--- src/inc/timer_pkg.sv ---
// constants, types and state layout for the dual timer/counter unit
package timer_pkg;

  // ==========================================================
  // register offsets (8-bit I/O space)
  localparam logic [7:0] OFS_CTL0 = 8'h33;
  localparam logic [7:0] OFS_CNT0 = 8'h32;
  localparam logic [7:0] OFS_CTL1A = 8'h2F;
  localparam logic [7:0] OFS_CTL1B = 8'h2E;
  localparam logic [7:0] OFS_CNT1_H = 8'h2D;
  localparam logic [7:0] OFS_CNT1_L = 8'h2C;
  localparam logic [7:0] OFS_OCRA_H = 8'h2B;
  localparam logic [7:0] OFS_OCRA_L = 8'h2A;
  localparam logic [7:0] OFS_OCRB_H = 8'h29;
  localparam logic [7:0] OFS_OCRB_L = 8'h28;
  localparam logic [7:0] OFS_ICR_H = 8'h25;
  localparam logic [7:0] OFS_ICR_L = 8'h24;
  localparam logic [7:0] OFS_FLAGS = 8'h38;
  localparam logic [7:0] OFS_MASK = 8'h39;
  localparam logic [7:0] OFS_ACMP = 8'h08;

  // ==========================================================
  // field positions
  localparam int FLG_OVF1 = 7;
  localparam int FLG_CMPA = 6;
  localparam int FLG_CMPB = 5;
  localparam int FLG_CAPT = 3;
  localparam int FLG_OVF0 = 1;
  localparam int ACMP_SEL_BIT = 2;
  localparam int IRQ_W = 5;

  // ==========================================================
  // clock select, compare action and pwm codes
  localparam logic [2:0] CS_STOP = 3'h0;
  localparam logic [2:0] CS_CK = 3'h1;
  localparam logic [2:0] CS_DIV8 = 3'h2;
  localparam logic [2:0] CS_DIV64 = 3'h3;
  localparam logic [2:0] CS_DIV256 = 3'h4;
  localparam logic [2:0] CS_DIV1024 = 3'h5;
  localparam logic [2:0] CS_EXT_FALL = 3'h6;
  localparam logic [2:0] CS_EXT_RISE = 3'h7;
  localparam logic [1:0] COM_TOGGLE = 2'h1;
  localparam logic [1:0] COM_CLEAR = 2'h2;
  localparam logic [1:0] COM_SET = 2'h3;
  localparam logic [1:0] PWM_OFF = 2'h0;
  localparam logic [1:0] PWM_8 = 2'h1;
  localparam logic [1:0] PWM_9 = 2'h2;
  localparam logic [15:0] TOP_8 = 16'h00FF;
  localparam logic [15:0] TOP_9 = 16'h01FF;
  localparam logic [15:0] TOP_10 = 16'h03FF;
  localparam int NOISE_SAMPLES = 4;

  typedef enum logic {DIR_UP = 1'b0, DIR_DOWN = 1'b1} dir_e;

  typedef struct packed {
    logic [7:0] addr;
    logic [7:0] wdata;
    logic wr;
    logic rd;
  } reg_req_s;

  typedef struct packed {
    logic [9:0] pre;
    logic t0_s, t0_d, t1_s, t1_d;
    logic [NOISE_SAMPLES-1:0] hist;
    logic filt, filt_d;
    logic [2:0] cs0;
    logic [7:0] cnt0;
    logic [1:0] coma, comb, pwm;
    logic ncl, ces, ctc;
    logic [2:0] cs1;
    logic [15:0] cnt1, ocra, ocrb, pwma, pwmb, icr;
    logic [7:0] temp, flags, mask;
    logic acsel;
    dir_e dir;
    logic counted1, oca, ocb;
    logic [7:0] rdata;
    logic [IRQ_W-1:0] irq;
  } timer_state_s;

endpackage

--- src/rtl/dual_timer_counter_unit.sv ---
// dual timer/counter unit: shared prescaler, 8-bit and 16-bit counters
// Functional notes
// - one shared 10-bit prescaler, four taps
// - counter0 clock select decode, eight codes
// - pin edges count even as port output
// - external clock sampled on each rising mclk edge
// - counter0 counts up, writable, resumes next cycle
// - counter0 control bits 7..3 read zero
// - counter0 overflow flag with mask bit
// - counter1 overflow, compare, capture flags masked
// - counter1 compared against A and B
// - optional clear on A, pin actions
// - 8/9/10-bit centred glitch-free pwm
// - capture copies counter1 on selected event
// - comparator select replaces capture pin
// - noise filter needs four equal samples
// - timer or external event counter
// - edge select zero falling, one rising
// - clear-on-match zeroes counter1 next cycle
// - high byte staged, low byte commits
`timescale 1ns/1ps

module dual_timer_counter_unit
  import timer_pkg::*;
(
  // clock and reset
  input wire logic mclk,
  input wire logic reset,
  // register port
  input wire reg_req_s bus_req,
  output logic [7:0] read_data,
  // pins
  input wire logic counter0_ext_clock_pin,
  input wire logic counter1_ext_clock_pin,
  input wire logic capture_input_pin,
  input wire logic comparator_output,
  input wire logic cpu_irq_enable,
  // outputs
  output logic compare_a_out,
  output logic compare_b_out,
  output logic [IRQ_W-1:0] irq_req
);

  // ==========================================================
  // decode helpers
  function automatic logic tick_sel(input logic [2:0] cs, input logic [9:0] pre,
                                    input logic fall, input logic rise);
    logic t;
    t = 1'b0;
    unique case (cs)
      CS_STOP: t = 1'b0;
      CS_CK: t = 1'b1;
      CS_DIV8: t = &pre[2:0];
      CS_DIV64: t = &pre[5:0];
      CS_DIV256: t = &pre[7:0];
      CS_DIV1024: t = &pre[9:0];
      CS_EXT_FALL: t = fall;
      CS_EXT_RISE: t = rise;
    endcase
    return t;
  endfunction

  function automatic logic oc_next(input logic [1:0] com, input logic pwm, input dir_e dir,
                                   input logic evt, input logic cur);
    logic r;
    r = cur;
    if (evt && pwm && com[1]) begin
      r = (dir == DIR_UP) ? com[0] : ~com[0];
    end else if (evt && !pwm) begin
      case (com)
        COM_TOGGLE: r = ~cur;
        COM_CLEAR: r = 1'b0;
        COM_SET: r = 1'b1;
        default: r = cur;
      endcase
    end
    return r;
  endfunction

  timer_state_s s, n;
  logic t0_fall, t0_rise, t1_fall, t1_rise, tick0, tick1;
  logic pwm_on, wr_cnt0, wr_cnt1, evt_a, evt_b, cap_src, cap_evt;
  logic [15:0] top;
  logic [7:0] fm;

  // ==========================================================
  // combinational decode
  assign t0_fall = s.t0_d & ~s.t0_s;
  assign t0_rise = ~s.t0_d & s.t0_s;
  assign t1_fall = s.t1_d & ~s.t1_s;
  assign t1_rise = ~s.t1_d & s.t1_s;
  assign tick0 = tick_sel(s.cs0, s.pre, t0_fall, t0_rise);
  assign tick1 = tick_sel(s.cs1, s.pre, t1_fall, t1_rise);
  assign pwm_on = s.pwm != PWM_OFF;
  assign top = (s.pwm == PWM_8) ? TOP_8 : (s.pwm == PWM_9) ? TOP_9 : TOP_10;
  assign wr_cnt0 = bus_req.wr && bus_req.addr == OFS_CNT0;
  assign wr_cnt1 = bus_req.wr && bus_req.addr == OFS_CNT1_L;
  // a match only counts when the counter stepped onto the value
  assign evt_a = s.counted1 && s.cnt1 == (pwm_on ? s.pwma : s.ocra);
  assign evt_b = s.counted1 && s.cnt1 == (pwm_on ? s.pwmb : s.ocrb);
  assign cap_src = s.acsel ? comparator_output : capture_input_pin;
  assign cap_evt = (s.filt != s.filt_d) && (s.filt == s.ces);

  // ==========================================================
  // next state
  always_comb begin
    logic [7:0] set;
    logic [7:0] clr;
    set = 8'h00;
    clr = 8'h00;
    n = s;
    n.pre = s.pre + 10'h001;
    n.t0_s = counter0_ext_clock_pin;
    n.t0_d = s.t0_s;
    n.t1_s = counter1_ext_clock_pin;
    n.t1_d = s.t1_s;
    n.hist = {s.hist[NOISE_SAMPLES-2:0], cap_src};
    n.filt_d = s.filt;
    if (!s.ncl) begin
      n.filt = s.hist[0];
    end else if (&s.hist) begin
      n.filt = 1'b1;
    end else if (~|s.hist) begin
      n.filt = 1'b0;
    end
    // counter0
    if (wr_cnt0) begin
      n.cnt0 = bus_req.wdata;
    end else if (tick0) begin
      n.cnt0 = s.cnt0 + 8'h01;
      if (s.cnt0 == 8'hFF) begin
        set[FLG_OVF0] = 1'b1;
      end
    end
    // counter1
    n.counted1 = tick1 && !wr_cnt1;
    if (!pwm_on) begin
      n.dir = DIR_UP;
    end
    if (wr_cnt1) begin
      n.cnt1 = {s.temp, bus_req.wdata};
    end else if (evt_a && s.ctc && !pwm_on) begin
      n.cnt1 = 16'h0000;
    end else if (tick1 && !pwm_on) begin
      n.cnt1 = s.cnt1 + 16'h0001;
      if (&s.cnt1) begin
        set[FLG_OVF1] = 1'b1;
      end
    end else if (tick1) begin
      if (s.dir == DIR_UP && s.cnt1 < top) begin
        n.cnt1 = s.cnt1 + 16'h0001;
      end else if (s.dir == DIR_UP) begin
        // compare values reload only at the turn, so pulses never glitch
        n.dir = DIR_DOWN;
        n.cnt1 = s.cnt1 - 16'h0001;
        n.pwma = s.ocra;
        n.pwmb = s.ocrb;
      end else if (s.cnt1 != 16'h0000) begin
        n.cnt1 = s.cnt1 - 16'h0001;
      end else begin
        n.dir = DIR_UP;
        n.cnt1 = s.cnt1 + 16'h0001;
        set[FLG_OVF1] = 1'b1;
      end
    end
    if (evt_a) begin
      set[FLG_CMPA] = 1'b1;
    end
    if (evt_b) begin
      set[FLG_CMPB] = 1'b1;
    end
    n.oca = oc_next(s.coma, pwm_on, s.dir, evt_a, s.oca);
    n.ocb = oc_next(s.comb, pwm_on, s.dir, evt_b, s.ocb);
    if (cap_evt) begin
      n.icr = s.cnt1;
      set[FLG_CAPT] = 1'b1;
    end
    // register writes
    if (bus_req.wr) begin
      case (bus_req.addr)
        OFS_CTL0: n.cs0 = bus_req.wdata[2:0];
        OFS_CTL1A: begin
          n.coma = bus_req.wdata[7:6];
          n.comb = bus_req.wdata[5:4];
          n.pwm = bus_req.wdata[1:0];
        end
        OFS_CTL1B: begin
          n.ncl = bus_req.wdata[7];
          n.ces = bus_req.wdata[6];
          n.ctc = bus_req.wdata[3];
          n.cs1 = bus_req.wdata[2:0];
        end
        OFS_CNT1_H, OFS_OCRA_H, OFS_OCRB_H: n.temp = bus_req.wdata;
        OFS_OCRA_L: n.ocra = {s.temp, bus_req.wdata};
        OFS_OCRB_L: n.ocrb = {s.temp, bus_req.wdata};
        OFS_FLAGS: clr = bus_req.wdata;
        OFS_MASK: n.mask = bus_req.wdata;
        OFS_ACMP: n.acsel = bus_req.wdata[ACMP_SEL_BIT];
        default: ;
      endcase
    end
    // register reads
    n.rdata = 8'h00;
    if (bus_req.rd) begin
      case (bus_req.addr)
        OFS_CTL0: n.rdata = {5'h00, s.cs0};
        OFS_CNT0: n.rdata = s.cnt0;
        OFS_CTL1A: n.rdata = {s.coma, s.comb, 2'h0, s.pwm};
        OFS_CTL1B: n.rdata = {s.ncl, s.ces, 2'h0, s.ctc, s.cs1};
        OFS_CNT1_L: begin
          n.rdata = s.cnt1[7:0];
          n.temp = s.cnt1[15:8];
        end
        OFS_ICR_L: begin
          n.rdata = s.icr[7:0];
          n.temp = s.icr[15:8];
        end
        OFS_CNT1_H, OFS_ICR_H: n.rdata = s.temp;
        OFS_OCRA_H: n.rdata = s.ocra[15:8];
        OFS_OCRA_L: n.rdata = s.ocra[7:0];
        OFS_OCRB_H: n.rdata = s.ocrb[15:8];
        OFS_OCRB_L: n.rdata = s.ocrb[7:0];
        OFS_FLAGS: n.rdata = s.flags;
        OFS_MASK: n.rdata = s.mask;
        OFS_ACMP: n.rdata = {5'h00, s.acsel, 2'h0};
        default: n.rdata = 8'h00;
      endcase
    end
    // a hardware set in the clearing cycle survives
    n.flags = (s.flags & ~clr) | set;
    fm = n.flags & n.mask;
    n.irq = {fm[FLG_CAPT], fm[FLG_CMPB], fm[FLG_CMPA], fm[FLG_OVF1], fm[FLG_OVF0]}
            & {IRQ_W{cpu_irq_enable}};
  end

  // ==========================================================
  // state register
  always_ff @(posedge mclk) begin
    if (reset) begin
      s <= '0;
    end else begin
      s <= n;
    end
  end

  assign read_data = s.rdata;
  assign compare_a_out = s.oca;
  assign compare_b_out = s.ocb;
  assign irq_req = s.irq;

  // ==========================================================
  // checks
  stop_hold_a: assert property (@(posedge mclk) disable iff (reset)
    (s.cs0 == CS_STOP && !wr_cnt0) |=> s.cnt0 == $past(s.cnt0))
    else $error("stopped counter0 moved");
  div8_rate_a: assert property (@(posedge mclk) disable iff (reset)
    (s.cs0 == CS_DIV8 && !wr_cnt0 && s.pre[2:0] != 3'h7) |=> $stable(s.cnt0))
    else $error("divide by 8 stepped early");
  ext_rise_a: assert property (@(posedge mclk) disable iff (reset)
    (s.cs0 == CS_EXT_RISE && !wr_cnt0 && !s.t0_d && s.t0_s)
    |=> s.cnt0 == $past(s.cnt0) + 8'h01)
    else $error("external rising edge not counted");
  cnt0_load_a: assert property (@(posedge mclk) disable iff (reset)
    wr_cnt0 |=> s.cnt0 == $past(bus_req.wdata))
    else $error("counter0 write lost");
  ctl0_read_a: assert property (@(posedge mclk) disable iff (reset)
    (bus_req.rd && bus_req.addr == OFS_CTL0) |=> s.rdata[7:3] == 5'h00)
    else $error("reserved control bits nonzero");
  ovf0_flag_a: assert property (@(posedge mclk) disable iff (reset)
    (tick0 && !wr_cnt0 && s.cnt0 == 8'hFF) |=> s.flags[FLG_OVF0])
    else $error("overflow flag missed");
  ctc_clear_a: assert property (@(posedge mclk) disable iff (reset)
    (evt_a && s.ctc && !pwm_on && !wr_cnt1) |=> s.cnt1 == 16'h0000 ##1 s.flags[FLG_CMPA])
    else $error("clear on match failed");
  capture_copy_a: assert property (@(posedge mclk) disable iff (reset)
    cap_evt |=> s.icr == $past(s.cnt1) && s.flags[FLG_CAPT])
    else $error("capture not taken");
  noise_filter_a: assert property (@(posedge mclk) disable iff (reset)
    (cap_evt && s.ncl && $past(s.ncl)) |-> $past(s.hist) == {NOISE_SAMPLES{s.ces}})
    else $error("capture without four samples");
  irq_gate_a: assert property (@(posedge mclk) disable iff (reset)
    |irq_req |-> $past(cpu_irq_enable) && |(s.flags & s.mask))
    else $error("request without enable");

endmodule

--- config.mk ---
export PLATFORM = sky130hd
export DESIGN_NAME = dual_timer_counter_unit
export DESIGN_NICKNAME = d
export VERILOG_FILES = /design/src/inc/timer_pkg.sv /design/src/rtl/dual_timer_counter_unit.sv
export SDC_FILE = /design/constraint.sdc
export NUM_CORES = 1
export LEC_CHECK = 0
export BUFFER_PORTS_ARGS = -buffer_cell sky130_fd_sc_hd__buf_2
export CORE_MARGIN = 4
export CORE_UTILIZATION = 50
export DETAILED_ROUTE_END_ITERATION = 7
export PLACE_DENSITY = 0.71
export SLEW_MARGIN = 20
export SYNTH_ARGS = -nofsm -noshare
export SYNTH_HDL_FRONTEND = slang
export SYNTH_SLANG_ARGS = --single-unit
--- constraint.sdc ---
create_clock -name mclk -period 2.7 [get_ports mclk]
set_input_delay 0 -clock mclk [delete_from_list [all_inputs] [get_ports mclk]]
set_output_delay 0 -clock mclk [all_outputs]
set_load 0.1 [all_outputs]
======== Yosys cells after proc, flatten, opt, wreduce, memory -nomap -nowiden ========
Cells that the tools add are included.
cells by class
  equal/unequal tests ..................... 43
  multiplexer cells ....................... 59
  magnitude comparators ................... 1
  reductions and logical operators ........ 47
  $add $sub $neg .......................... 4
  bitwise operators ....................... 23
operators by type and width
  kind                                                                  number
  16-bit two-way mux                                                    9
  8-bit by 6-bit == test with 1-bit output, second input constant       14
  8-bit one-hot mux with 14 select lines                                1
  8-bit two-way mux                                                     8
  1-bit two-way mux                                                     33
  16-bit == test                                                        2
  3-bit == test, second input constant                                  8
  10-bit two-way mux                                                    2
  16-bit by 1-bit adder with 16-bit output, second input constant       1
  8-bit AND                                                             2
  1-bit logical AND                                                     16
  16-bit by 10-bit less-than comparator with 1-bit output               1
  1-bit one-hot mux with 8 select lines                                 2
  8-bit one-hot mux with 2 select lines                                 1
  16-bit AND reduction                                                  1
  2-bit AND reduction                                                   8
  16-bit nonzero test                                                   1
  16-bit by 1-bit subtractor with 16-bit output, second input constant  1
  1-bit NOT                                                             14
  3-bit by 2-bit == test with 1-bit output, second input constant       4
  6-bit AND reduction                                                   2
  4-bit nonzero test                                                    3
  10-bit by 1-bit adder with 10-bit output, second input constant       1
  2-bit == test, second input constant                                  5
  other kinds (24)                                                      37
storage, ports and cells
  input bits .............................. 25
  output and inout port bits .............. 15
  word-level logic and storage cells ...... 210
  register bits ........................... 181

======== Depth between registers and ports, before layout ========
Gate-level depths: netlist of run 1.
  word-level depth ........................ 13
  gate-level depth with buffers ........... 11
  depth with buffers taken out ............ 10

======== Worst setup path after synthesis of run 1 ========
Ideal clock, no wire load.
  path kind ............................... register -> register
  from .................................... register s[144] (netlist bit)
  to ...................................... register s[33] (netlist bit)
  library setup time ...................... 0.128 ns
  setup slack ............................. 0.272 ns
  arrival ................................. 2.301 ns
  buffers on the path ..................... 2
  stages on the path, launching flop included .. 12
  required time ........................... 2.572 ns
  period minus slack after synthesis ...... 2.428 ns
  path through ............................ dfxtp_1 inv_1 ha_1 buf_6 mux2i_1 xor2_1 nand4_1 or4_4 o21ai_4 buf_6 a2bb2oi_2 nor2_1
between the ends
  longest elaborated chain between the ends .. 11
  elaborated cells between the ends (all ways) .. 20
  classes of those cells .................. order compare (1); eq/ne (3); mux (8); bitwise (1); reduce/logical (7)
ends and longest elaborated chain
  element                                                  RTL line                        RTL
  start: declaration                                       dual_timer_counter_unit.sv:80   timer_state_s s, n;
  start signal: assignment                                 dual_timer_counter_unit.sv:242  s <= n;
  2-bit == test                                            dual_timer_counter_unit.sv:95   assign top = (s.pwm == PWM_8) ? TOP_8 : (s.pwm == PWM_9) ? TOP_9 : TOP_10;
  10-bit two-way mux (2 in series)                         dual_timer_counter_unit.sv:95
  16-bit by 10-bit less-than comparator with 1-bit output  dual_timer_counter_unit.sv:150  if (s.dir == DIR_UP && s.cnt1 < top) begin
  1-bit logical AND                                        dual_timer_counter_unit.sv:150
  1-bit two-way mux                                        dual_timer_counter_unit.sv:150
  1-bit two-way mux                                        dual_timer_counter_unit.sv:149  end else if (tick1) begin
  1-bit two-way mux                                        dual_timer_counter_unit.sv:144  end else if (tick1 && !pwm_on) begin
  1-bit two-way mux *                                      dual_timer_counter_unit.sv:142  end else if (evt_a && s.ctc && !pwm_on) begin
  1-bit two-way mux *                                      dual_timer_counter_unit.sv:140  if (wr_cnt1) begin
  8-bit OR *                                               dual_timer_counter_unit.sv:230  n.flags = (s.flags & ~clr) | set;
Every way passes the cells marked *; elsewhere a longest branch is shown, timed or not.
A chain may end at the register's enable or synchronous reset.

======== Final worst setup path of run 1 ========
  from .................................... register s[145] (netlist bit)
  to ...................................... register s[33] (netlist bit)
Same word-level chain as after synthesis.

==> results.rst, run 1 <==
.. list-table::
   :header-rows: 1

   * - Metric
     - Value
   * - Post-Route WL
     - 30.6 mm
   * - Crit Path Class
     - flip-flop to flip-flop
   * - Pwr/cell area
     - 496 mW/mm^2
   * - Cell taking the most area after synthesis
     - sky130_fd_sc_hd__dfxtp_1
   * - Drt via density
     - 6.23
   * - Iteration-0 DRC Markers
     - 1262
   * - CTS clk-pin slew, worst paths
     - 0.07 ns
   * - Post-synthesis sequential element count
     - 181
   * - Buffers added on ports
     - 39
   * - Die height
     - 146 um
   * - Capturing element type of the critical path
     - flip-flop
   * - Hold Violations, Final
     - 0
   * - Avg Synthesized Cell Area
     - 8.58 um^2
   * - Total half-perimeter wirelength after legalization and detailed placement
     - 20.5 mm
   * - Inserted Clock Buffers
     - 17
   * - Maximum clock frequency
     - 373 MHz
   * - Slew Limit Fails
     - 0
   * - Clock tree from TritonCTS
     - yes
   * - Syn Inst Count
     - 1107
   * - Most frequent cell after synthesis
     - sky130_fd_sc_hd__dfxtp_1
   * - ANT nets after route
     - 0
   * - Core ar.
     - 0.0187 mm^2
   * - Number of core rows
     - 50
   * - Max Clock Skew
     - 0.0191 ns
   * - Clock Tree Root
     - sky130_fd_sc_hd__clkbuf_16
   * - Overall global routing resource usage
     - 27.6%
   * - Area contributors post-synth
     - sky130_fd_sc_hd__dfxtp_1, sky130_fd_sc_hd__mux2i_1, sky130_fd_sc_hd__nand2_1
   * - Clock Latency Late Sink
     - 0.44 ns
   * - Status
     - finished, violations left
   * - CTS Buffer Depth
     - 2
   * - Ys flop type
     - sky130_fd_sc_hd__dfxtp_1
   * - Delay of the slowest cell on the worst path
     - 0.55 ns
   * - Net count, final
     - 1188
   * - Number of antenna violations at the first check in global routing
     - 1
   * - Final cell count without fillers
     - 1400
   * - Antenna cell count
     - 0
   * - Highest fanout seen on the critical path
     - 8
   * - Worst Hold Margin
     - 0.0679 ns
   * - Actual slew at the worst max-slew pin
     - 0.935 ns
   * - Total grt overflow
     - 0
   * - Required time of the critical path
     - 2.99 ns
   * - Final estimated routing congestion in global placement
     - 0.995
   * - Dpl cells
     - 1340
   * - Slowest stage cell, crit path
     - sky130_fd_sc_hd__or4_4
   * - Number of iterations in the first detailed-routing pass
     - 8
   * - Filler cells
     - 1620
   * - Ports placed on the boundary
     - 40
   * - Layout overhead on the synthesized area
     - 16.6%
   * - Post-route core utilization
     - 59.2%
   * - Post-synthesis instance area
     - 0.00950 mm^2
   * - Fraction of the yosys area taken by sequential cells
     - 38.1%
   * - Number of global-route vias before repair
     - 7838
   * - Worst-path cell chain
     - inv_2, ha_4, buf_12, buf_4, mux2i_1, xnor2_1, nand4_1, or4_4, o21ai_4, a2bb2oi_2, nor2_1
   * - Synth warnings
     - 0
   * - Worst IR Drop VDD
     - 0.471 mV
   * - Fraction of synthesis flops using an asynchronous set or reset pin
     - 0%
   * - Pin count of the biggest net entering global routing
     - 86
   * - Leakage component of the power
     - 4.36 nW
   * - Min Tclk post-route
     - 2.68 ns
   * - Violated checks
     - design-rule violations
   * - Number of setup violations in the final report
     - 0
   * - Die Area
     - 0.0213 mm^2
   * - Hold/Removal Path Class
     - primary input to flip-flop
   * - Final period util
     - 99.3%
   * - Crit-path leading delay family
     - simple AND/OR/NAND/NOR gates
   * - CTS H-tree depth
     - 4
   * - Chip Width
     - 146 um
   * - Clock sink count
     - 181
   * - WP data arrival
     - 2.97 ns
   * - Buffers plus inverters on the worst setup path
     - 3
   * - Starting density of the core
     - 50.8%
   * - Fraction of layout instances using a drive strength above 1
     - 18.0%
   * - Unrepaired setup endpoints after global routing
     - yes
   * - Worst slew margin
     - 37.7%
   * - Synth Net Count
     - 1142
   * - Global-route wire length before repair
     - 46.1 mm
   * - Most frequent cells after synthesis
     - sky130_fd_sc_hd__dfxtp_1, sky130_fd_sc_hd__nand2_1, sky130_fd_sc_hd__mux2i_1
   * - Number of distinct library cell variants in the gate-level netlist after synthesis
     - 74
   * - Post-synth EDFFs
     - 0
   * - Routed wirelength normalized by instance count
     - 21.8 um
   * - Type of element launching the critical path
     - flip-flop
   * - Detailed-route DRC error count
     - 3
   * - Maxcap violations
     - 0
   * - Vias
     - 8725
   * - Portion of synthesized cell area occupied by the leading cell type
     - 38.1%
-- state kept, by name (all words and copies together), names as in the netlist, named ones only --
register / flops
irq_req: 5
s: 157
read_data: 8
compare_a_out: 1
compare_b_out: 1
n: 6
-- report_power, final --
group / total (W) / switching, W / internal (W)
combinational: 0.000222 / 0.000154 / 0.0000680
clock: 0.00259 / 0.00113 / 0.00146
sequential: 0.00269 / 0.00000963 / 0.00268
total: 0.00550 / 0.00129 / 0.00421
-- tightest hold or removal path: cells and delay by family --
family	cells	cell delay (ns)
compound gates	1	0.06
simple gates	1	0.14
buf+inv	1	0.25
-- kinds of logic (layout without fill, tap and decap cells) --
kind of cell | after synthesis | count (layout) | synth area share, %
AO/OA/AOI/OAI | 222 | 222 | 16.3
XOR/XNOR | 47 | 47 | 4.33
adder cells (fa/ha/maj) | 10 | 10 | 1.32
buffers and inverters | 106 | 165 | 5.41
flip-flops | 181 | 181 | 38.1
multiplexers | 131 | 131 | 13.9
AND/OR/NAND/NOR | 410 | 410 | 20.6
-- timing repair --
action,CTS,global route
pin swaps,1,13
hold endpoints to repair,35,0
setup endpoints to repair,9,48
cloned,0,3
buffers inserted,0,11
resized for setup,2,28
hold buffers,14,0
-- layout make-up --
type | instances | area, um^2 | share of cell area, %
Inverter | 11 | 41.3 | 0.373
Clock inverter | 11 | 136 | 1.23
Clock buffer | 21 | 470 | 4.25
Tap cell | 234 | 293 | 2.64
Sequential cell | 181 | 3630 | 32.7
Timing Repair Buffer | 122 | 971 | 8.76
Multi-Input combinational cell | 820 | 5540 | 50.0
-- routing by layer --
layer	part of all wire [%]	GRT usage (%)	wire length (um)	vias up
li1	-	-	-	4007
met1	42	38.5	12800	4173
met2	45	42.0	13600	467
met3	9.6	5.29	2930	78
met4	3.9	11.2	1200	0
met5	0	0	0	-
-- cells in the final DEF, fill, tap and decap left out, drive strengths merged, types with 3 or more instances in the layout --
master	netlist	layout
nor2	110	110
a31oi	4	4
a221oi	7	7
and3	12	12
nor4	9	9
nand2b	12	12
nor3b	4	4
nand4	12	12
a22oi	9	9
dfxtp	181	181
clkinv	0	3
xnor2	21	21
nand2	146	146
ha	10	10
inv	11	16
nand4b	5	5
o31ai	3	3
a21oi	93	93
dlygate4sd3	0	14
a222oi	9	9
a211oi	12	12
clkbuf	47	24
buf	48	105
o221ai	8	8
o21ai	26	26
nand3b	5	5
a21o	7	7
nand3	56	56
o21bai	3	3
nor2b	16	16
a21boi	4	4
o22ai	13	13
mux2	8	8
nor3	8	8
xor2	26	26
mux2i	123	123
and2	4	4
a31o	9	9
-- metrics by stage --
step                      setup TNS [ns]  instance area (um^2)  setup WS (ns)  total power (W)
after floorplan                        0                  9500          0.272          0.00287
after global placement                 0                 10000          0.106          0.00295
after detailed placement               0                 10000         0.0273          0.00295
after CTS                              0                 10800        0.00869          0.00550
after global routing              -0.832                 11100        -0.0732          0.00562
final                                  0                 11100         0.0199          0.00550
-- path summary, 6_finish.rpt --
check / from / to / slack, ns / depth (start not counted)
worst min register to register: s[30] / s[30] / 0.44 / 2
worst min-delay path: bus_req[1] / s[160] / 0.07 / 3
worst max-delay path: s[145] / s[33] / 0.02 / 11
worst max register to register: s[145] / s[33] / 0.02 / 11
Note: power is estimated with default switching activity, not from simulation.
==> run 2, diff against run 1 <==
--- a/config.mk
+++ b/config.mk
@@ -10,6 +10,7 @@
 export CORE_UTILIZATION = 50
 export DETAILED_ROUTE_END_ITERATION = 7
 export PLACE_DENSITY = 0.71
+export RECOVER_POWER = 100
 export SLEW_MARGIN = 20
 export SYNTH_ARGS = -nofsm -noshare
 export SYNTH_HDL_FRONTEND = slang
==> results.rst, run 2 (synthesis results as in run 1) <==
.. list-table::
   :header-rows: 1

   * - Metric
     - Value
   * - Buffers plus inverters on the worst setup path
     - 3
   * - Final period util
     - 98.7%
   * - Maxcap violations
     - 1
   * - Crit-path leading delay family
     - simple AND/OR/NAND/NOR gates
   * - Slowest stage cell, crit path
     - sky130_fd_sc_hd__or4_4
   * - Area of placed instances
     - 0.0100 mm^2
   * - Uppermost signal routing layer after detailed routing
     - met4
   * - Dpl cells
     - 1340
   * - Combinational share of power
     - 4.0%
   * - WP data arrival
     - 2.96 ns
   * - Switch share
     - 23.6%
   * - Type of element launching the critical path
     - flip-flop
   * - Buffers added on ports
     - 39
   * - Pwr/cell area
     - 499 mW/mm^2
   * - Pin count of the biggest net entering global routing
     - 86
   * - Hold Violations, Final
     - 0
   * - Highest fanout seen on the critical path
     - 8
   * - ANT nets after route
     - 0
   * - Most frequent cells in the layout
     - sky130_fd_sc_hd__dfxtp_1, sky130_fd_sc_hd__nand2_1, sky130_fd_sc_hd__mux2i_1, sky130_fd_sc_hd__nor2_1, sky130_fd_sc_hd__a21oi_1
   * - Worst slew margin
     - -8.50%
   * - Number of antenna violations at the first check in global routing
     - 1
   * - Clock Tree Root
     - sky130_fd_sc_hd__clkbuf_16
   * - Starting density of the core
     - 50.8%
   * - Routed wirelength normalized by instance count
     - 21.8 um
   * - Worst-path cell chain
     - inv_2, ha_4, buf_12, buf_4, mux2i_1, xnor2_1, nand4_1, or4_4, o21ai_4, a2bb2oi_2, nor2_1
   * - Fraction of layout instances using a drive strength above 1
     - 16.0%
   * - Detail Route met3 WL
     - 2.66 mm
   * - Vias
     - 8694
   * - Die height
     - 146 um
   * - Post-Route WL
     - 30.5 mm
   * - CTS H-tree depth
     - 4
   * - Capturing element type of the critical path
     - flip-flop
   * - Origin of the critical flop-to-flop path
     - s[145]
   * - Min Tclk post-route
     - 2.66 ns
   * - Inserted Clock Buffers
     - 17
   * - Die Area
     - 0.0213 mm^2
   * - Number of core rows
     - 50
   * - Leading cell type in the layout, fill and taps excluded
     - sky130_fd_sc_hd__dfxtp_1
   * - Slew Limit Fails
     - 18
   * - Overall global routing resource usage
     - 27.6%
   * - Unrepaired setup endpoints after global routing
     - yes
   * - Origin of the worst min-delay path
     - bus_req[0]
   * - Final estimated routing congestion in global placement
     - 0.995
   * - Drt via density
     - 6.21
   * - CTS clk-pin slew, worst paths
     - 0.07 ns
   * - Part of the power in the clock network
     - 47.1%
   * - Delay of the slowest cell on the worst path
     - 0.56 ns
   * - Pint
     - 0.00420 W
   * - Clock sink count
     - 181
   * - Max Clock Skew
     - 0.0193 ns
   * - Worst Setup SP
     - s[145]
   * - Worst Hold Margin
     - 0.0905 ns
   * - Required time of the critical path
     - 3.00 ns
   * - Crit Path Class
     - flip-flop to flip-flop
   * - Net count, final
     - 1188
   * - Number of flip-flops in the largest register
     - 157
   * - Number of setup violations in the final report
     - 0
   * - Finished Cell Area
     - 0.0110 mm^2
   * - Clock tree from TritonCTS
     - yes
   * - Worst IR Drop VDD
     - 0.472 mV
   * - Total grt overflow
     - 0
   * - Iteration-0 DRC Markers
     - 1124
   * - Ports placed on the boundary
     - 40
   * - Layout overhead on the synthesized area
     - 16.0%
   * - Chip Width
     - 146 um
   * - Clock Latency Late Sink
     - 0.44 ns
   * - Final cell count without fillers
     - 1400
   * - Number of iterations in the first detailed-routing pass
     - 7
   * - Hold/Removal Path Class
     - primary input to flip-flop
   * - Status
     - finished, violations left
   * - Net switching power
     - 0.00130 W
   * - Number of global-route vias before repair
     - 7838
   * - Total half-perimeter wirelength after legalization and detailed placement
     - 20.5 mm
   * - Maximum clock frequency
     - 375 MHz
   * - Detailed route wirelength on metal2
     - 13.6 mm
   * - Leakage component of the power
     - 4.27 nW
   * - Part of the total power dissipated in sequential elements
     - 48.9%
   * - CTS Buffer Depth
     - 2
   * - Register name with the most flops
     - s
   * - Antenna cell count
     - 0
   * - Wire length the detailed router placed on met1
     - 13.0 mm
   * - Actual slew at the worst max-slew pin
     - 1.63 ns
   * - Global-route wire length before repair
     - 46.1 mm
   * - Detailed-route DRC error count
     - 0
   * - Core ar.
     - 0.0187 mm^2
   * - Violated checks
     - max-capacitance violations, max-slew violations
[run 2: routing by layer]
metal / GRT usage [%] / vias up
met1: 38.5 / 4170
met5: 0 / -
met4: 11.2 / 0
met2: 42.0 / 430
li1: - / 4009
met3: 5.29 / 85
[run 2: final timing paths]
check | to | slack [ns] | cells after the start
max | s[33] | 0.04 | 11
min reg2reg | s[30] | 0.44 | 2
min | s[37] | 0.09 | 4
max reg2reg | s[33] | 0.04 | 11
[run 2: worst register-to-register path: cells and delay by family (launching register included)]
kind,cells,cell delay (ns)
muxes,1,0.23
AOI/OAI and AO/OA,2,0.57
and+or+nand+nor,3,0.72
xor gates and xnor gates,1,0.15
DFF,1,0.33
buffers and inverters,3,0.34
adders and majority gates,1,0.19
[run 2: final cells by class]
type | instances | area, um^2
fill | 1636 | 7680
multi-input combinational | 820 | 5530
sequential | 181 | 3630
timing repair buffer | 122 | 930
clock buffer | 21 | 470
tap | 234 | 293
clock inverter | 11 | 136
inverter | 11 | 41.3
[run 2: repair_timing]
item / CTS / global route
hold buffers: 14 / 0
pin swaps: 1 / 13
buffers inserted: 0 / 11
hold endpoints to repair: 35 / 0
cloned: 0 / 3
endpoints found under the setup margin: 9 / 48
resized for setup: 2 / 28
[run 2: power groups by stage]
stage | Sequential [W] | Clock [W] | Combinational [W]
2_1_floorplan | 0.00275 | 0 | 0.000119
3_3_place_gp | 0.00275 | 0 | 0.000198
3_5_place_dp | 0.00275 | 0 | 0.000199
4_1_cts | 0.00269 | 0.00260 | 0.000215
5_1_grt | 0.00269 | 0.00270 | 0.000230
6_report | 0.00269 | 0.00259 | 0.000221
[run 2: metrics by stage]
stage / setup TNS, ns / util (%) / power (W) / setup WS [ns]
after floorplan: 0 / - / 0.00287 / 0.272
after global placement: 0 / 53.5 / 0.00295 / 0.106
after detailed placement: 0 / 53.5 / 0.00295 / 0.0273
after CTS: 0 / 57.6 / 0.00550 / 0.00869
after global routing: -0.861 / 58.9 / 0.00562 / -0.0732
final: 0 / 58.9 / 0.00550 / 0.0358
==> run 3, diff against run 2 <==
--- a/config.mk
+++ b/config.mk
@@ -9,6 +9,7 @@
 export CORE_MARGIN = 4
 export CORE_UTILIZATION = 50
 export DETAILED_ROUTE_END_ITERATION = 7
+export GPL_TIMING_DRIVEN = 0
 export PLACE_DENSITY = 0.71
 export RECOVER_POWER = 100
 export SLEW_MARGIN = 20
==> results.rst, run 3 (synthesis results as in run 1) <==
.. list-table::
   :header-rows: 1

   * - Metric
     - Value
   * - Status
     - finished, violations left
   * - Violated checks
     - negative setup slack
   * - Ports placed on the boundary
     - 40
   * - WP data arrival
     - 3.04 ns
   * - Number of antenna violations at the first check in global routing
     - 1
   * - Vias
     - 8855
   * - Final period util
     - 100%
   * - Hold/Removal Path Class
     - primary input to flip-flop
   * - Worst setup slack after layout
     - -0.0125 ns
   * - CTS Buffer Depth
     - 2
   * - Overall global routing resource usage
     - 28.8%
   * - Worst Setup SP
     - s[145]
   * - Inserted Clock Buffers
     - 17
   * - Total half-perimeter wirelength after legalization and detailed placement
     - 22.7 mm
   * - Required time of the critical path
     - 3.03 ns
   * - Worst slew margin
     - 18.6%
   * - Clock tree from TritonCTS
     - yes
   * - Switch share
     - 23.7%
   * - Part of the total power dissipated in sequential elements
     - 49.6%
   * - CTS clk-pin slew, worst paths
     - 0.07 ns
   * - Clock Tree Root
     - sky130_fd_sc_hd__clkbuf_16
   * - Number of flip-flops in the largest register
     - 157
   * - Core ar.
     - 0.0187 mm^2
   * - Slew Limit Fails
     - 0
   * - Leakage component of the power
     - 4.20 nW
   * - Global-route wire length before repair
     - 47.6 mm
   * - Die height
     - 146 um
   * - Iteration-0 DRC Markers
     - 1190
   * - Clock sink count
     - 181
   * - Origin of the worst min-delay path
     - bus_req[4]
   * - Hold Violations, Final
     - 0
   * - Worst IR Drop VDD
     - 0.442 mV
   * - Routed wirelength normalized by instance count
     - 22.4 um
   * - Delay of the slowest cell on the worst path
     - 0.60 ns
   * - Number of iterations in the first detailed-routing pass
     - 6
   * - Detailed-route DRC error count
     - 0
   * - Number of setup violations in the final report
     - 3
   * - Slowest stage cell, crit path
     - sky130_fd_sc_hd__or4_4
   * - Net count, final
     - 1217
   * - Filler cells
     - 1670
   * - ANT nets after route
     - 0
   * - Pwr/cell area
     - 495 mW/mm^2
   * - Pint
     - 0.00413 W
   * - Type of element launching the critical path
     - flip-flop
   * - Final cell count without fillers
     - 1429
   * - Die Area
     - 0.0213 mm^2
   * - Most frequent cells in the layout
     - sky130_fd_sc_hd__dfxtp_1, sky130_fd_sc_hd__nand2_1, sky130_fd_sc_hd__mux2i_1, sky130_fd_sc_hd__nor2_1, sky130_fd_sc_hd__a21oi_1
   * - Combinational share of power
     - 4.2%
   * - Register name with the most flops
     - s
   * - Leading cell type in the layout, fill and taps excluded
     - sky130_fd_sc_hd__dfxtp_1
   * - Part of the power in the clock network
     - 46.1%
   * - Fraction of layout instances using a drive strength above 1
     - 14.3%
   * - Layout overhead on the synthesized area
     - 15.2%
   * - Pin count of the biggest net entering global routing
     - 17
   * - Capturing element type of the critical path
     - flip-flop
   * - Total grt overflow
     - 0
   * - Starting density of the core
     - 50.8%
   * - CTS H-tree depth
     - 4
   * - Min Tclk post-route
     - 2.71 ns
   * - Actual slew at the worst max-slew pin
     - 1.21 ns
   * - Drt via density
     - 6.20
   * - Number of global-route vias before repair
     - 7905
   * - Crit Path Class
     - flip-flop to flip-flop
   * - Final total negative setup slack
     - -0.0325 ns
   * - Worst Hold Margin
     - 0.0268 ns
   * - Clock Latency Late Sink
     - 0.44 ns
   * - Highest fanout seen on the critical path
     - 5
   * - Dpl cells
     - 1371
   * - Maximum clock frequency
     - 369 MHz
   * - Worst-path cell chain
     - inv_2, ha_4, buf_8, mux2i_4, xor2_1, nand4_1, or4_4, o21ai_4, bufbuf_16, a31o_2, a21oi_2
   * - Net switching power
     - 0.00129 W
   * - Origin of the critical flop-to-flop path
     - s[145]
   * - Chip Width
     - 146 um
   * - Final estimated routing congestion in global placement
     - 1.03
   * - Max Clock Skew
     - 0.0106 ns
   * - Maxcap violations
     - 0
   * - Post-Route WL
     - 32.0 mm
   * - Unrepaired setup endpoints after global routing
     - yes
   * - Buffers added on ports
     - 30
   * - Number of core rows
     - 50
## run 3: cell count changes in the layout (fill, tap and decap cells not counted), sizes merged
cell / before / now
clkinvlp: 1 / 2
inv: 16 / 14
diode: 0 / 1
buf: 82 / 74
clkbuf: 47 / 90
dlygate4sd3: 14 / 7
bufbuf: 0 / 1
## run 3: power by group through the flow
stage	combinational, W	clock [W]	sequential, W
detailed placement	0.000210	0	0.00275
global placement	0.000211	0	0.00275
global route	0.000238	0.00259	0.00269
floorplan	0.000119	0	0.00275
finish	0.000230	0.00250	0.00269
CTS	0.000220	0.00250	0.00269
## run 3: timing repair
item / 4_1_cts / 5_1_grt
setup buffers: 11 / 5
cloned: 2 / 1
pin swaps: 6 / 5
setup endpoints to repair: 51 / 49
hold buffers: 7 / 0
gates resized for setup: 17 / 25
hold endpoints to repair: 14 / 0
## run 3: final cells by class
class,count,area [um^2],share of cell area [%]
timing repair buffer,56,389,3.56
tap,234,293,2.68
sequential,181,3630,33.2
antenna,1,2.50,0.0229
clock buffer,21,450,4.12
multi-input combinational,820,5520,50.4
inverter,11,41.3,0.377
buffer,95,498,4.55
clock inverter,10,123,1.12
## run 3: metrics by stage
step | area (um^2) | total power (W) | util [%] | worst slack (ns)
final | 10900 | 0.00542 | 58.5 | -0.0125
after global routing | 10900 | 0.00552 | 58.5 | -0.0616
after CTS | 10800 | 0.00541 | 57.6 | -0.00553
after detailed placement | 9960 | 0.00296 | 53.2 | -0.306
after global placement | 9950 | 0.00296 | 53.2 | -0.516
after floorplan | 9500 | 0.00287 | - | 0.272
## run 3: worst paths after layout
path                               end  slack, ns  cells past startpoint
worst max-delay path            s[134]      -0.01                     11
worst min-delay path            s[124]       0.03                      4
worst max register to register  s[134]      -0.01                     11
worst min register to register   s[30]       0.45                      2
## run 3: routing by layer
metal | wire, um | vias up | global-route usage [%]
met1 | 13600 | 4175 | 40.6
met2 | 13800 | 513 | 43.5
li1 | - | 4074 | -
met4 | 1290 | 0 | 10.4
met5 | 0 | - | 0
met3 | 3330 | 93 | 6.42
## run 3: worst max-delay path, delay by kind of cell (launching register included)
family                     cells  cell delay (ns)
AOI/OAI and AO/OA              3             0.39
xor gates and xnor gates       1             0.17
adders and majority gates      1             0.21
buffers and inverters          3             0.55
DFF                            1             0.34
muxes                          1             0.25
and+or+nand+nor                2             0.71
